File: config.mk
export PLATFORM = sky130hd
export DESIGN_NAME = pfc_sense_and_line_sequencer
export DESIGN_NICKNAME = d
export VERILOG_FILES = /design/src/logic/pfc_seq_pkg.sv /design/src/logic/pfc_sense_and_line_sequencer.sv
export VERILOG_INCLUDE_DIRS = /design/src /design/src/logic
export SDC_FILE = /design/constraint.sdc
export NUM_CORES = 1
export LEC_CHECK = 0
export BUFFER_PORTS_ARGS = -buffer_cell sky130_fd_sc_hd__clkbuf_2
export CAP_MARGIN = 20
export CELL_PAD_IN_SITES_DETAIL_PLACEMENT = 1
export CELL_PAD_IN_SITES_GLOBAL_PLACEMENT = 2
export CORE_ASPECT_RATIO = 1.2
export CORE_UTILIZATION = 39
export DETAILED_ROUTE_END_ITERATION = 10
export PLACE_DENSITY = 0.86
export SETUP_SLACK_MARGIN = 0.5
export SYNTH_ARGS = -nofsm -noshare
export SYNTH_HDL_FRONTEND = slang
export SYNTH_SLANG_ARGS = --single-unit
File: constraint.sdc
create_clock -name pclk -period 4.8 [get_ports pclk]
set_input_delay 0.72 -clock pclk [delete_from_list [all_inputs] [get_ports pclk]]
set_output_delay 0.72 -clock pclk [all_outputs]
set_load 0.01 [all_outputs]
File: src/logic/pfc_seq_map.svh
`ifndef PFC_SEQ_MAP_SVH
`define PFC_SEQ_MAP_SVH
// ****************************************
// Clock and timing
// ****************************************
`define CLK_NS 100
`define CYC_UP(ns) (((ns) + `CLK_NS - 1) / `CLK_NS)
`define BLANK_NS 200
`define BLANK_CYC `CYC_UP(`BLANK_NS)
`define ARM_MIN_NS 200
`define ARM_MIN_CYC `CYC_UP(`ARM_MIN_NS)
`define WDOG_NS 200000
`define WDOG_CYC `CYC_UP(`WDOG_NS)
`define PROBE_NS 2000
`define PROBE_CYC `CYC_UP(`PROBE_NS)
`define L2H_NS 300000
`define L2H_CYC `CYC_UP(`L2H_NS)
`define STRESS_NS 1000000
`define STRESS_CYC `CYC_UP(`STRESS_NS)
`define BO_NS 54000000
`define BO_CYC `CYC_UP(`BO_NS)
`define LOCK_NS 150000000
`define LOCK_CYC `CYC_UP(`LOCK_NS)
`define H2L_NS 25000000
`define H2L_CYC `CYC_UP(`H2L_NS)
// ****************************************
// Register map
// ****************************************
`define CTRL_ADDR 12'h000
`define STATUS_ADDR 12'h004
`define CTRL_EN_BIT 0
`define CTRL_RST 1'b1
`endif

File: src/logic/pfc_seq_pkg.sv
package pfc_seq_pkg;
    // Comparator and supervisor flags from the analog side
    typedef struct packed {
        logic ocp;       // Sense above overcurrent threshold
        logic arm;       // Sense above arming threshold
        logic trig;      // Sense below trigger threshold
        logic ton_done;  // Ramp reached on-time demand
        logic bo_start;  // Line above brownout start level
        logic bo_stop;   // Line below brownout stop level
        logic hl;        // Line above high-line level
        logic ll;        // Line below low-line level
        logic vcc_on;    // Supply reached turn-on level
        logic vcc_low;   // Supply below turn-off level
        logic bulk_low;  // Bulk undervoltage
        logic in_reg;    // Amplifier source current <= 0
        logic fb_uv;     // Feedback undervoltage
        logic fault;     // Fault pin fault
        logic fb_open;   // Open feedback pin
        logic tsd;       // Thermal shutdown
        logic line_gone; // Line removal
    } sense_t;
    // Gate sequencer states, one-hot
    typedef enum logic [5:0] {
        G_IDLE = 6'h01,
        G_OFF = 6'h02,
        G_ON = 6'h04,
        G_STRESS = 6'h08,
        G_PROBE = 6'h10,
        G_SHORT = 6'h20
    } gate_st_t;
    // All module state
    typedef struct packed {
        sense_t s1;
        sense_t s2;
        gate_st_t gst;
        logic [20:0] gcnt;
        logic [1:0] arm_cnt;
        logic demag;
        logic gate;
        logic stress;
        logic probe;
        logic short_pin;
        logic bo_ok;
        logic [20:0] bo_cnt;
        logic run;
        logic og;
        logic high_line;
        logic [20:0] l2h_cnt;
        logic [20:0] lock_cnt;
        logic [20:0] h2l_cnt;
        logic sw_en;
        logic pready;
        logic pslverr;
        logic [31:0] prdata;
    } state_t;
endpackage : pfc_seq_pkg

File: src/logic/pfc_sense_and_line_sequencer.sv
`timescale 1ns/1ps
`include "pfc_seq_map.svh"
// Operation
// - Ignore current sense during turn-on blanking
// - After blanking, overcurrent ends gate pulse
// - Demag flag rises above arming threshold
// - Accept arming pulses longer than minimum
// - Trigger crossing after arming starts gate
// - Restart watchdog starts pulse without demag
// - Watchdog expiry probes pin for short
// - Arming during conduction ends pulse, overstress
// - Overstress holds gate off longer timer
// - Faults and start-up clear output good
// - Output good sets on regulation, holds
// - Bulk undervoltage keeps output good low
// - Enable needs brownout start and supply
// - Brownout timer disables if not recovered
// - Line range powers up low-line
// - High-line after level held past delay
// - Low-line entry starts high-line lockout
// - High-to-low timer selects low-line
// - Line select output divides loop gain
// - Shorted pin inhibits until arming seen
// - Feedback undervoltage drops output good
module pfc_sense_and_line_sequencer #(
    parameter int STRESS_CYC = `STRESS_CYC,
    parameter int BO_CYC = `BO_CYC,
    parameter int LOCK_CYC = `LOCK_CYC,
    parameter int H2L_CYC = `H2L_CYC
) (
    input wire logic pclk,
    input wire logic presetn,
    input wire logic psel,
    input wire logic penable,
    input wire logic pwrite,
    input wire logic [11:0] paddr,
    input wire logic [31:0] pwdata,
    output logic [31:0] prdata,
    output logic pready,
    output logic pslverr,
    input wire pfc_seq_pkg::sense_t sense_async,
    output logic gate_drive,
    output logic demag_flag,
    output logic overstress_flag,
    output logic probe_pullup,
    output logic controller_enable,
    output logic output_good,
    output logic high_line_sel
);
    import pfc_seq_pkg::*;

    // ****************************************
    // Timing constants
    // ****************************************
    // Short counts fit the shared counter width
    localparam logic [20:0] BLANK_N = 21'(`BLANK_CYC);
    localparam logic [1:0] ARM_N = 2'(`ARM_MIN_CYC);
    localparam logic [20:0] WDOG_N = 21'(`WDOG_CYC);
    localparam logic [20:0] PROBE_N = 21'(`PROBE_CYC);
    localparam logic [20:0] L2H_N = 21'(`L2H_CYC);
    // Long counts stay parameters for fast sims
    localparam logic [20:0] STRESS_N = 21'(STRESS_CYC);
    localparam logic [20:0] BO_N = 21'(BO_CYC);
    localparam logic [20:0] LOCK_N = 21'(LOCK_CYC);
    localparam logic [20:0] H2L_N = 21'(H2L_CYC);

    // ****************************************
    // State
    // ****************************************
    state_t q;      // Registered state
    state_t d;      // Next state
    sense_t s;      // Synchronised flags
    logic arm_ok;   // Arming pulse long enough
    logic run_n;    // Next enable
    logic og_clr;   // Output good clear term
    logic wr_ctrl;  // Completed write to control
    logic [31:0] status; // Status word

    // Only the second stage is ever read
    assign s = q.s2;
    assign arm_ok = (q.arm_cnt >= ARM_N);
    assign wr_ctrl = psel && penable && q.pready && pwrite
        && (paddr == `CTRL_ADDR);
    assign status = {24'h000000, q.high_line, q.og, q.run,
        q.bo_ok, q.short_pin, q.stress, q.demag, q.gate};

    // ****************************************
    // Next-state logic
    // ****************************************
    always_comb begin
        d = q;
        // Two-flop synchroniser for all pins
        d.s1 = sense_async;
        d.s2 = q.s1;

        // APB: answer registered in setup cycle
        d.pready = 1'b0;
        if (psel && !penable) begin
            d.pready = 1'b1;
            d.pslverr = 1'b0;
            case (paddr)
                `CTRL_ADDR: begin
                    d.prdata = {31'h00000000, q.sw_en};
                end
                `STATUS_ADDR: begin
                    d.prdata = status;
                end
                default: begin
                    // Unmapped: error, reads zero
                    d.prdata = 32'h00000000;
                    d.pslverr = 1'b1;
                end
            endcase
        end
        // Write lands on the completing edge only
        if (wr_ctrl) begin
            d.sw_en = pwdata[`CTRL_EN_BIT];
        end

        // Brownout supervision
        if (s.bo_stop) begin
            // Timer runs while line below stop level
            if (q.bo_cnt < BO_N) begin
                d.bo_cnt = q.bo_cnt + 21'h000001;
            end
            if (q.bo_cnt >= BO_N - 21'h000001) begin
                d.bo_ok = 1'b0;
            end
        end else begin
            // Recovery resets the timer
            d.bo_cnt = 21'h000000;
            if (s.bo_start && s.vcc_on) begin
                d.bo_ok = 1'b1;
            end
        end

        // Controller enable: any fault stops it
        run_n = d.bo_ok && q.sw_en && !s.vcc_low && !s.tsd
            && !s.fault && !s.fb_open && !s.line_gone
            && !s.fb_uv;
        d.run = run_n;

        // Output good latch: clear beats set
        og_clr = !run_n || s.bulk_low || s.vcc_low || s.fb_uv
            || s.fault || s.fb_open || s.tsd
            || s.line_gone;
        if (og_clr) begin
            d.og = 1'b0;
        end else if (s.in_reg) begin
            d.og = 1'b1;
        end

        // Arming pulse width qualifier
        if (s.arm) begin
            if (!arm_ok) begin
                d.arm_cnt = q.arm_cnt + 2'h1;
            end
        end else begin
            d.arm_cnt = 2'h0;
        end

        // Shared gate timer counts by default
        if (q.gcnt != 21'h1FFFFF) begin
            d.gcnt = q.gcnt + 21'h000001;
        end

        // Gate sequencer
        case (q.gst)
            G_IDLE: begin
                // Start-up: wait for enable
                d.gate = 1'b0;
                d.demag = 1'b0;
                d.gcnt = 21'h000000;
                if (q.run) begin
                    d.gst = G_OFF;
                end
            end
            G_OFF: begin
                // Off time: look for demag
                if (arm_ok) begin
                    d.demag = 1'b1;
                end
                if (q.demag && s.trig) begin
                    // End of demag turns the switch on
                    d.demag = 1'b0;
                    d.gate = 1'b1;
                    d.gcnt = 21'h000000;
                    d.gst = G_ON;
                end else if (q.gcnt >= WDOG_N - 21'h000001) begin
                    // Watchdog: probe pin before pulsing
                    d.probe = 1'b1;
                    d.gcnt = 21'h000000;
                    d.gst = G_PROBE;
                end
            end
            G_PROBE: begin
                // Pull-up on; a healthy pin rises
                if (s.arm) begin
                    d.probe = 1'b0;
                    d.gate = 1'b1;
                    d.gcnt = 21'h000000;
                    d.gst = G_ON;
                end else if (q.gcnt >= PROBE_N - 21'h000001) begin
                    d.short_pin = 1'b1;
                    d.gst = G_SHORT;
                end
            end
            G_SHORT: begin
                // Shorted pin: no pulses until it rises
                if (s.arm) begin
                    d.short_pin = 1'b0;
                    d.probe = 1'b0;
                    d.gate = 1'b1;
                    d.gcnt = 21'h000000;
                    d.gst = G_ON;
                end
            end
            G_ON: begin
                // Both comparators blanked after turn-on
                // Two extra counts cover the sync lag, so pin samples
                // taken inside the blanking time are never acted on
                if (q.gcnt >= BLANK_N + 21'h000002) begin
                    if (s.arm) begin
                        // Inrush or diode short
                        d.gate = 1'b0;
                        d.stress = 1'b1;
                        d.gcnt = 21'h000000;
                        d.gst = G_STRESS;
                    end else if (s.ocp) begin
                        d.gate = 1'b0;
                        d.gcnt = 21'h000000;
                        d.gst = G_OFF;
                    end
                end
                // Normal on-time end from the ramp
                if (s.ton_done && d.gst == G_ON) begin
                    d.gate = 1'b0;
                    d.gcnt = 21'h000000;
                    d.gst = G_OFF;
                end
            end
            G_STRESS: begin
                // Long off time, very low duty ratio
                if (q.gcnt >= STRESS_N - 21'h000001) begin
                    d.stress = 1'b0;
                    d.gcnt = 21'h000000;
                    d.gst = G_OFF;
                end
            end
            default: begin
                // Illegal code: park safely
                d.gate = 1'b0;
                d.gst = G_IDLE;
            end
        endcase
        // Disable overrides every state
        if (!q.run) begin
            d.gate = 1'b0;
            d.demag = 1'b0;
            d.probe = 1'b0;
            d.stress = 1'b0;
            d.gst = G_IDLE;
        end

        // Line range detector
        if (!q.high_line) begin
            // Lockout timer since low-line entry
            if (q.lock_cnt < LOCK_N) begin
                d.lock_cnt = q.lock_cnt + 21'h000001;
            end
            if (s.hl) begin
                if (q.l2h_cnt < L2H_N) begin
                    d.l2h_cnt = q.l2h_cnt + 21'h000001;
                end
            end else begin
                d.l2h_cnt = 21'h000000;
            end
            // Needs both delay and lockout done
            if (q.l2h_cnt >= L2H_N && q.lock_cnt >= LOCK_N) begin
                d.high_line = 1'b1;
                d.h2l_cnt = 21'h000000;
            end
        end else begin
            d.l2h_cnt = 21'h000000;
            if (s.ll) begin
                d.h2l_cnt = q.h2l_cnt + 21'h000001;
            end else begin
                d.h2l_cnt = 21'h000000;
            end
            if (q.h2l_cnt >= H2L_N - 21'h000001 && s.ll) begin
                // Entry to low-line restarts lockout
                d.high_line = 1'b0;
                d.lock_cnt = 21'h000000;
            end
        end
    end

    // ****************************************
    // State register
    // ****************************************
    // Reset values are constants only
    always_ff @(posedge pclk or negedge presetn) begin
        if (!presetn) begin
            q <= '0;
            q.gst <= G_IDLE;
            q.sw_en <= `CTRL_RST;
        end else begin
            q <= d;
        end
    end

    // ****************************************
    // Outputs straight from flops
    // ****************************************
    assign prdata = q.prdata;
    assign pready = q.pready;
    assign pslverr = q.pslverr;
    assign gate_drive = q.gate;
    assign demag_flag = q.demag;
    assign overstress_flag = q.stress;
    assign probe_pullup = q.probe;
    assign controller_enable = q.run;
    assign output_good = q.og;
    // High line: ramp three times steeper
    assign high_line_sel = q.high_line;
endmodule : pfc_sense_and_line_sequencer

# Word level (Yosys, flattened, before mapping)
# Index checks and enable logic that the tools add are counted.
[totals] register_bits=191 output_inout_bits=41 wordCells=208
[classes] n_addsub=6 order_cmp=12 eq_ne=34 mux=56 n_reduce_logical=46
[ops] op="27-bit 2-to-1 mux" n=9
[ops] op="21-bit 2-to-1 mux" n=9
[ops] op="21-bit case mux with 6 select lines" n=1
[ops] op="21-bit by 1-bit adder with 21-bit output (second input constant)" n=5
[ops] op="64-bit 2-to-1 mux" n=1
[ops] op="6-bit case mux with 6 select lines" n=1
[ops] op="34-bit 2-to-1 mux" n=1
[ops] op="3-bit != test (second input constant)" n=8
[ops] op="22-bit 2-to-1 mux" n=1
[ops] op="21-bit by 11-bit greater-or-equal comparator with 1-bit output (second input constant)" n=1
[ops] op="21-bit by 12-bit greater-or-equal comparator with 1-bit output (second input constant)" n=1
[ops] op="21-bit by 14-bit greater-or-equal comparator with 1-bit output (second input constant)" n=1
[ops] op="21-bit by 18-bit greater-or-equal comparator with 1-bit output (second input constant)" n=1
[ops] op="21-bit by 20-bit greater-or-equal comparator with 1-bit output (second input constant)" n=1
[ops] op="21-bit greater-or-equal comparator (second input constant)" n=1
[ops] op="21-bit by 3-bit greater-or-equal comparator with 1-bit output (second input constant)" n=1
[ops] op="21-bit by 5-bit greater-or-equal comparator with 1-bit output (second input constant)" n=1
[ops] op="21-bit by 12-bit less-than comparator with 1-bit output (second input constant)" n=1
[ops] op="21-bit by 20-bit less-than comparator with 1-bit output (second input constant)" n=1
[ops] op="21-bit less-than comparator (second input constant)" n=1
[ops] op="21-bit != test (second input constant)" n=1
[ops] op="1-bit 2-to-1 mux" n=18
[ops] op="6-bit 2-to-1 mux" n=3
[ops] op="1-bit logical AND" n=17
[ops] op="other kinds (30)" n=68

# Longest topological paths before layout
# Gate-level depths: netlist (run 1).
[depth] word_depth=19 mapped_depth=9 mapped_depth_nobuf=7

# Worst setup path after synthesis (run 1)
# OpenSTA, ideal clock, no wires.
[synth_timing] path_kind="register to register" startpoint="reg q[68] (netlist bit)" endpoint="reg q[73] (netlist bit)" setup_time_ns=0.078 arrival_ns=2.139 t_required_ns=4.722 path_slack_ns=2.583 stages_incl_launch_ff=8 path_buffers=1 period_less_slack_ns=2.217 cell_sequence="dfrtp_1 > or3_4 > a31oi_4 > o41ai_2 > or4_1 > buf_2 > or3_1 > a21oi_1"
[synth_between] elab_chain_cells=3 elab_cells_between_ends=6 classes_between="1 x add/sub; 1 x order compare; 2 x mux; 2 x reduce/logical"
[synth_rtl] element="start: declaration" line="pfc_sense_and_line_sequencer.sv:70" rtl="state_t q;"
[synth_rtl] element="21-bit by 1-bit adder with 21-bit output / 21-bit less-than comparator (equally long branches)" line="pfc_sense_and_line_sequencer.sv:269, pfc_sense_and_line_sequencer.sv:268"
[synth_rtl] element="21-bit 2-to-1 mux / 2-bit nonzero test (equally long branches)"
[synth_rtl] element="64-bit 2-to-1 mux / 2-bit AND reduction (equally long branches)"
# Parallel ways exist; a longest one is shown, timed or not. The select of a mux whose other input is x is not followed.
# A chain may end at the register's enable or synchronous reset.

==> impl_metrics.toml, run 1 <==
[detailed_routing]
drc = 0
via_per_inst = 5.48
totalWireLength_um = 19000
first_iter_violations = 261
routedWlPerCell_um = 16.5
via_count = 6327
drt_pass1_iterations = 4
postRouteAntennaNets = 0

[final_layout]
antennaDiodeCount = 0
final_cell_mix = "dfrtp_1, nor2_1, nand2_1, o21ai_0, clkbuf_2"
drive_gt1_frac = 0.108
mostFrequentLayoutCell = "dfrtp_1"
nets = 951
largest_reg_flops = 133
area_delta_synth_final_pct = 11.3
largest_register = "q"

[critical_path]
r2r-end = "q[144]$_DFF_PN0_"
r2r-start = "q[130]$_DFF_PN0_"
crit_path_max_incr_delay_ns = 0.75
critPathLaunchType = "register"
path_cells = "ha_1 -> and3_1 -> nand3b_1 -> a2111oi_0 -> a211oi_1 -> and2_1 -> nor2_1"
cp-end-kind = "register"
cp_max_fo = 21
crit_cells = 7
reg2regPathDepth = 7
rrSetupSlack_ns = 2.11
worstPathArrival_ns = 2.96
critPathBufInv = 0
cpMaxStageDelayCell = "and2_1"
required_ns = 5.07
cp_top_family = "simple AND/OR/NAND/NOR gates"
critPathLaunch = "q[130]$_DFF_PN0_"
crit_type = "reg2reg"

[logic_synthesis]
avgSynthCellArea_sq_um = 9.69
synth-edff-count = 0
synth.distinct_cells = 64
netlist_area_sq_um = 8240
postSynth.asyncResetShare = 1.00
ys_seq_elements = 167
ys_warn_count = 0
synth-main-ff-cell = "dfrtp_1"
yosysSeqAreaShare = 0.507
syn_inst = 850

[global_routing]
grt-ovfl-total = 0
grt_first_pass_wirelength_um = 33200
first_global_vias = 6692
grt_max_degree = 102
antenna_found_initial = 0
gr-usage-all-layers = 0.190

[timing]
grt_setup_unrepaired = "false"
fmax_mhz = 372
clock_skew_ns = 0.00814
worst_pin_slew_ns = 1.02
fin_setup_tns_ns = 0
hold_viol_final = 0
setup_viol = 0
relSlewSlack = 0.309
period_needed_ns = 2.69
drv_slew = 0
fin_ws_ns = 2.11
fin_crit_sh = 0.560

[worst_hold_path]
min_to = "q[163]$_DFF_PN0_"
hold_start = "d[163]$_DFF_PN0_"
hp-class = "reg2reg"
min_path_cells = 0

[cts]
cts_buffers = 17
ctsResizeCount = 0
post_cts_buffers = 0
cts_num_sinks = 167
clockRootBuffer = "clkbuf_16"
clock_latency_ns = 0.43
cts_tree = "done"
htreeDepth = 4
cts_hold_buffers = 0
clk_pin_slew_ns = 0.06
clk_path_buf_depth = 2

[floorplan]
rows = 57
die_x_um = 135
ios = 107
core-area_sq_um = 20500
start_util = 0.403
dieArea_sq_um = 21700
dieHeight_um = 161

[place]
place_hpwl_um = 12800
io_buffer_count = 51
gp_congestion = 0.786
dpl_worst_slack_ns = 2.10

[pwr]
ir_drop_mv = 0.256
power-per-cell-area_nw_per_um2 = 326
power_leakage_nw = 4.12

[run]
drv_cap = 0

[run_status]
run_status = "finished clean"
-- cell type report --
| cell class | count | area, sq um |
|---|---|---|
| well taps | 265 | 332 |
| multi-input cells | 615 | 3670 |
| flip-flops and latches | 167 | 4180 |
| clock buffers | 23 | 478 |
| fillers | 2318 | 11300 |
| repair buffers | 55 | 292 |
| clock inverters | 9 | 140 |
| inverters | 20 | 75.1 |
-- logic make-up (layout without fill, tap and decap cells) --
kind of cell,Yosys count,count (layout),synth area share
AOI/OAI and AO/OA,163,163,0.129
buffers and inverters,91,107,0.0572
muxes,7,7,0.00865
xor gates and xnor gates,53,53,0.0563
and+or+nand+nor,359,359,0.227
DFF,167,167,0.507
adders and majority gates,9,9,0.0137
other,1,24,0.000455
-- worst register-to-register path: stages, from the launching register on --
cell and delay [ns]:
dfrtp_1 0.42, ha_1 0.27, and3_1 0.25, nand3b_1 0.16, a2111oi_0 0.14, a211oi_1 0.42
and2_1 0.75, nor2_1 0.14
-- per-stage QoR --
stage                     utilization  std cells  hold slack, ns  cell area (sq um)  power (mW)
after floorplan                     -        873           0.331               8330        1.54
after global routing            0.448       1154           0.351               9170        3.10
after detailed placement        0.418       1122           0.336               8550        1.58
final                           0.448       1154           0.345               9170        2.99
after CTS                       0.448       1154           0.346               9170        3.03
after global placement          0.418       1122           0.332               8550        1.58
-- power breakdown --
part | switching [mW] | internal [mW] | total (mW)
registers | 0.0221 | 1.43 | 1.46
logic | 0.0643 | 0.0340 | 0.0982
clock network | 0.570 | 0.866 | 1.44
-- Yosys cell counts, drive strengths merged (8+ instances only) --
| library cell | count | area share |
|---|---|---|
| dfrtp | 165 | 0.50 |
| nor2 | 88 | 0.040 |
| nand2 | 64 | 0.029 |
| o21ai | 59 | 0.036 |
| xor2 | 46 | 0.049 |
| buf | 40 | 0.034 |
| nand3 | 39 | 0.024 |
| nand4 | 39 | 0.030 |
| clkbuf | 31 | 0.014 |
| and2 | 30 | 0.023 |
| a21oi | 27 | 0.017 |
| and3 | 21 | 0.016 |
| inv | 20 | 0.0091 |
| nor3 | 14 | 0.0085 |
| a211oi | 12 | 0.011 |
| a31oi | 12 | 0.011 |
| nor4 | 11 | 0.0091 |
| and4 | 9 | 0.0096 |
| ha | 9 | 0.014 |
| nand2b | 9 | 0.0068 |
| or3 | 9 | 0.0074 |
| a22o | 8 | 0.0085 |
| or4 | 8 | 0.0073 |
-- how the worst max path moves through the flow --
stage,end
2_1_floorplan,q[73]$_DFFE_PN0P_
3_3_place_gp,q[144]$_DFF_PN0_
3_5_place_dp,q[150]$_DFF_PN0_
4_1_cts,q[144]$_DFF_PN0_
5_1_grt,q[141]$_DFF_PN0_
6_report,q[144]$_DFF_PN0_
-- routing by layer --
layer	GRT usage	vias to the layer above	wire (um)
met3	0.0367	28	562
met5	0	-	0
met4	0.0592	0	365
met1	0.250	3184	8780
li1	-	3015	-
met2	0.314	100	9320
(Power assumes the default switching activity.)
==> run 2, diff against run 1 <==
CORE_UTILIZATION = 37   (was 39)
PLACE_DENSITY = 0.83   (was 0.86)
clock period = 2.5 ns   (was 4.8 ns; I/O delays follow)
==> run 2 against run 1 <==
The run now ends with design-rule violations left. Clock skew up 0.0020 ns. Critical endpoint is now overstress_flag$_DFFE_PN0P_. Core utilization up 3.9 points. Register-to-register slack worse by 1.8 ns. Non-clock buffer count up 67.
==> impl_metrics.toml, run 2 (synthesized netlist as in run 1, its figures left out) <==
[timing]
fmax_mhz = 453
worst_pin_slew_ns = 0.767
setup_viol = 0
drv_slew = 0
period_needed_ns = 2.21
fin_setup_tns_ns = 0
grt_setup_unrepaired = "true"
clock_skew_ns = 0.0101
relSlewSlack = 0.489
fin_crit_sh = 0.883
hold_viol_final = 0

[worst_hold_path]
hp-class = "in2reg"

[global_routing]
antenna_found_initial = 0
grt_max_degree = 60
grt-ovfl-total = 0
gr-usage-all-layers = 0.197
grt_first_pass_wirelength_um = 35700
first_global_vias = 6998

[pwr]
internal-power_mw = 4.45
ir_drop_mv = 0.417
swShare = 0.221
p_seq_frac = 0.488
power-per-cell-area_nw_per_um2 = 539
power_leakage_nw = 4.69
clock_power_share = 0.476
combPwrFrac = 0.036
p_sw_mw = 1.26
p_total_mw = 5.72

[floorplan]
ios = 107
core-area_sq_um = 21800
start_util = 0.378
dieHeight_um = 165
rows = 59
die_x_um = 138
dieArea_sq_um = 22900

[final_layout]
seqCellArea_sq_um = 4190
multi_input_area_sq_um = 4390
final_cell_mix = "dfrtp_1, nor2_1, nand2_1, clkbuf_2, buf_4"
largest_register = "q"
final_cells = 1232
drive_gt1_frac = 0.284
area_delta_synth_final_pct = 28.8
mostFrequentLayoutCell = "dfrtp_1"
largest_reg_flops = 133
fill_cells = 2389
antennaDiodeCount = 0
nets = 1021

[detailed_routing]
postRouteAntennaNets = 0
first_iter_violations = 289
drc = 6
drt_pass1_iterations = 7
routedWlPerCell_um = 17.6
via_per_inst = 5.44
via_count = 6698
totalWireLength_um = 21700

[place]
gp_congestion = 0.766
io_buffer_count = 51
place_inst = 1152
place_hpwl_um = 13700

[critical_path]
cp_max_fo = 4
required_ns = 2.81
critPathLaunchType = "register"
crit_type = "reg2reg"
worstPathArrival_ns = 2.52
cp-end-kind = "register"

[cts]
clockRootBuffer = "clkbuf_16"
cts_num_sinks = 167
cts_buffers = 17
clock_latency_ns = 0.43
cts_tree = "done"
clk_path_buf_depth = 2
htreeDepth = 4
clk_pin_slew_ns = 0.07

[run_status]
run_status = "complete, but fails checks"
violations = "design-rule violations"

[run]
drv_cap = 0
==> run 2: path summary, 6_finish.rpt <==
check                                  from                          end  slack [ns]  depth (start not counted)
min reg2reg                d[159]$_DFF_PN0_             q[159]$_DFF_PN0_        0.35                          0
max reg2reg                q[149]$_DFF_PN0_  overstress_flag$_DFFE_PN0P_        0.29                         10
max in group asynchronous           presetn             q[145]$_DFF_PN0_        1.22                          3
min                         sense_async[10]             d[167]$_DFF_PN0_        0.05                          1
min in group asynchronous           presetn           q[115]$_DFFE_PN0P_        0.48                          2
max                        q[149]$_DFF_PN0_  overstress_flag$_DFFE_PN0P_        0.29                         10
==> run 2: stage by stage <==
step            util  hold WS (ns)  area, sq um  setup slack, ns
2_1_floorplan      -        0.0794         8420            0.419
3_3_place_gp   0.406         0.334         8840            0.243
3_5_place_dp   0.406         0.336         8840            0.196
4_1_cts        0.458        0.0313         9970            0.362
5_1_grt        0.487        0.0417        10600            0.205
6_report       0.487        0.0537        10600            0.291
==> run 2: cell type report <==
type,count,area share
flip-flops and latches,167,0.395
repair buffers,122,0.0947
clock buffers,21,0.0434
inverters,20,0.00707
clock inverters,10,0.0138
well taps,274,0.0323
multi-input cells,618,0.414
==> run 2: critical path, stage by stage (launching register included) <==
cell and delay [ns]:
dfrtp_1 0.41, nor4_4 0.30, nand4b_1 0.23, buf_4 0.21, buf_6 0.12, a2111oi_4 0.31, a211oi_4 0.07, buf_6 0.14
o311ai_4 0.06, buf_6 0.18, o21ai_1 0.06
==> run 2: power by group through the flow <==
| stage | Clock (mW) | Sequential, mW | Combinational [mW] |
|---|---|---|---|
| 2_1_floorplan | 0 | 2.83 | 0.125 |
| 3_3_place_gp | 0 | 2.84 | 0.204 |
| 3_5_place_dp | 0 | 2.84 | 0.211 |
| 4_1_cts | 2.79 | 2.79 | 0.214 |
| 5_1_grt | 2.89 | 2.80 | 0.244 |
| 6_report | 2.72 | 2.79 | 0.207 |
==> run 2: what timing repair did <==
action                                  CTS  global route
hold buffers                              1             0
pin swaps                                22            32
setup buffers                            22            17
gates resized for setup                  70           125
cloned                                    5             4
hold endpoints to repair                 56             0
endpoints found under the setup margin   94            93
==> run 2: layer usage <==
metal / global-route usage / up-vias / wire, um
met5: 0 / - / 0
met4: 0.0674 / 0 / 429
met3: 0.0311 / 30 / 461
met2: 0.355 / 87 / 11300
met1: 0.240 / 3429 / 9520
li1: - / 3152 / -
==> run 3, diff against run 2 <==
ABC_AREA = 1   (was not set)
CORE_UTILIZATION = 34   (was 37)
PLACE_DENSITY = 0.81   (was 0.83)
REMOVE_ABC_BUFFERS = 1   (was not set)
==> run 3 against run 2 <==
The run now ends clean. Final area increased by 3.5%. Via count grew 24%. Global-route usage fell by 1.1 points. Critical endpoint is now q[141]$_DFF_PN0_. Largest cell class unchanged. Largest power group unchanged.
==> impl_metrics.toml, run 3 <==
[timing]
fin_crit_sh = 0.755
drv_slew = 0
grt_setup_unrepaired = "true"
period_needed_ns = 1.89
relSlewSlack = 0.631
hold_viol_final = 0
setup_viol = 0
worst_pin_slew_ns = 0.553
clock_skew_ns = 0.0131
fin_setup_tns_ns = 0
fmax_mhz = 530

[cts]
cts_buffers = 17
clockRootBuffer = "clkbuf_16"
clk_path_buf_depth = 2
cts_num_sinks = 167
clock_latency_ns = 0.44
htreeDepth = 4
clk_pin_slew_ns = 0.07
cts_tree = "done"

[logic_synthesis]
synth_simple_gate_area_share = 0.332
synthTopCellsByArea = "dfrtp_1, nand2_1, nand3_1"
synth_fa_ha_area_frac = 0.0119
synth_top_family_by_area = "simple AND/OR/NAND/NOR gates"
yosysMostFrequentCell = "nand2_1"
yosysSeqAreaShare = 0.442
synth_xor_area_frac = 0.0324
synth-main-ff-cell = "dfrtp_1"
netlist_area_sq_um = 9460
postSynth.asyncResetShare = 1.00
synth.distinct_cells = 48
muxShareOfSynthArea = 0
synth_common_cells = "nand2_1, dfrtp_1, inv_1"
synth_top_cell_by_area = "dfrtp_1"
ys_warn_count = 0
ys_seq_elements = 167
netlist.area_leader.share = 0.437
synth-edff-count = 0
syn_inst = 1239
synth_compound_area_frac = 0.0807
avgSynthCellArea_sq_um = 7.63

[critical_path]
critPathLaunch = "q[131]$_DFF_PN0_"
critPathLaunchType = "register"
required_ns = 2.84
worstPathArrival_ns = 2.23
cp_max_fo = 5
crit_type = "reg2reg"
cp-end-kind = "register"
r2r-start = "q[131]$_DFF_PN0_"
reg2regPathDepth = 11
endpoint = "q[141]$_DFF_PN0_"
r2r-end = "q[141]$_DFF_PN0_"
rrSetupSlack_ns = 0.61

[detailed_routing]
postRouteAntennaNets = 0
drc = 0
routedWlPerCell_um = 15.3
totalWireLength_um = 25500
via_per_inst = 4.98
first_iter_violations = 296
via_count = 8299
drt_pass1_iterations = 4

[run]
drv_cap = 0

[global_routing]
grt_max_degree = 58
gr-usage-all-layers = 0.186
first_global_vias = 8669
antenna_found_initial = 0
grt-ovfl-total = 0
grt_first_pass_wirelength_um = 42600

[place]
place_hpwl_um = 18700
gp_congestion = 0.824
place_inst = 1616
io_buffer_count = 51

[floorplan]
rows = 66
die_x_um = 154
dieHeight_um = 185
core-area_sq_um = 27300
start_util = 0.347
dieArea_sq_um = 28500
ios = 107

[worst_hold_path]
hp-class = "in2reg"

[final_layout]
final_cell_mix = "nand2_1, dfrtp_1, inv_1, nor2_1, nand3_1"
largest_reg_flops = 133
nets = 1390
antennaDiodeCount = 0
drive_gt1_frac = 0.160
fill_cells = 3368
area_delta_synth_final_pct = 16.2
final_cells = 1668
largest_register = "q"
mostFrequentLayoutCell = "nand2_1"

[run_status]
run_status = "finished clean"

[pwr]
power_leakage_nw = 5.20
ir_drop_mv = 0.317
power-per-cell-area_nw_per_um2 = 527
## run 3: changes by cell type after synthesis, moves of 11 or more
cell / previous run / this run
nand4_1: 39 / 58
and2_1: 30 / 1
nor3_1: 14 / 51
nand3_1: 39 / 114
a21oi_2: 1 / 12
and3_1: 21 / 2
clkbuf_1: 31 / 12
or2_2: 0 / 11
inv_1: 20 / 148
nand2_1: 64 / 294
nor2_1: 88 / 136
xor2_1: 46 / 27
## run 3: cell type report
type                            instances  area [sq um]  area share
Clock buffer                           17           425      0.0387
Clock inverter                         15           178      0.0162
Inverter                              149           569      0.0518
Multi-Input combinational cell        884          4540       0.413
Sequential cell                       167          4190       0.381
Tap cell                              340           425      0.0387
Timing Repair Buffer                   96           659      0.0600
## run 3: cell families (layout without fill, tap and decap cells)
kind of cell | Yosys count | count (layout)
and+or+nand+nor | 696 | 696
buffers and inverters | 211 | 277
DFF | 167 | 167
AOI/OAI and AO/OA | 120 | 120
xor gates and xnor gates | 35 | 35
adders and majority gates | 9 | 9
other | 1 | 24
## run 3: how the worst min path moves through the flow
stage	from	cells past startpoint	end	slack (ns)
2_1_floorplan	presetn	0	controller_enable$_DFF_PN0_	0.08
3_3_place_gp	d[158]$_DFF_PN0_	0	q[158]$_DFF_PN0_	0.33
3_5_place_dp	d[168]$_DFF_PN0_	0	q[168]$_DFF_PN0_	0.34
4_1_cts	sense_async[9]	1	d[166]$_DFF_PN0_	0.02
5_1_grt	sense_async[1]	1	d[158]$_DFF_PN0_	0.02
6_report	sense_async[6]	1	d[163]$_DFF_PN0_	0.04
## run 3: worst max-delay path, stage by stage, from the launching register on
cell and delay (ns):
dfrtp_1 0.43, ha_4 0.19, nand2_1 0.13, inv_1 0.09, nand2_1 0.13, nor2_1 0.06
nand4_1 0.09, nand4_1 0.12, nand2_1 0.13, inv_4 0.07, buf_4 0.15, a21boi_0 0.19
## run 3: stage by stage
step / hold slack (ns) / cell area (sq um) / worst slack [ns] / total power [mW] / utilization
final: 0.0435 / 11000 / 0.613 / 5.79 / 0.403
after global routing: 0.0160 / 11000 / 0.425 / 6.04 / 0.403
after CTS: 0.0191 / 10700 / 0.510 / 5.90 / 0.393
after floorplan: 0.0794 / 9150 / 0.231 / 2.96 / -
after global placement: 0.332 / 10100 / 0.396 / 3.09 / 0.369
after detailed placement: 0.336 / 10100 / 0.381 / 3.11 / 0.369
## run 3: where the power goes
part	switching [mW]	total (mW)	internal [mW]
sequential	0.0460	2.80	2.76
clock	1.22	2.74	1.51
combinational	0.164	0.250	0.0856
total	1.43	5.79	4.36
## run 3: repair_timing
action / in CTS / in global routing
gates resized for setup: 8 / 40
hold endpoints to repair: 49 / 0
setup buffers: 4 / 14
hold buffers: 1 / 0
pin swaps: 0 / 3
setup endpoints to repair: 24 / 89
cloned: 0 / 1
## run 3: metal layers
metal / global-route usage / wire, um / up-vias / share of wire
met5: 0 / 0 / - / 0
met4: 0.0614 / 479 / 0 / 0.019
met3: 0.0294 / 521 / 34 / 0.020
met2: 0.335 / 12800 / 105 / 0.50
met1: 0.226 / 11700 / 4026 / 0.46
li1: - / - / 4134 / -
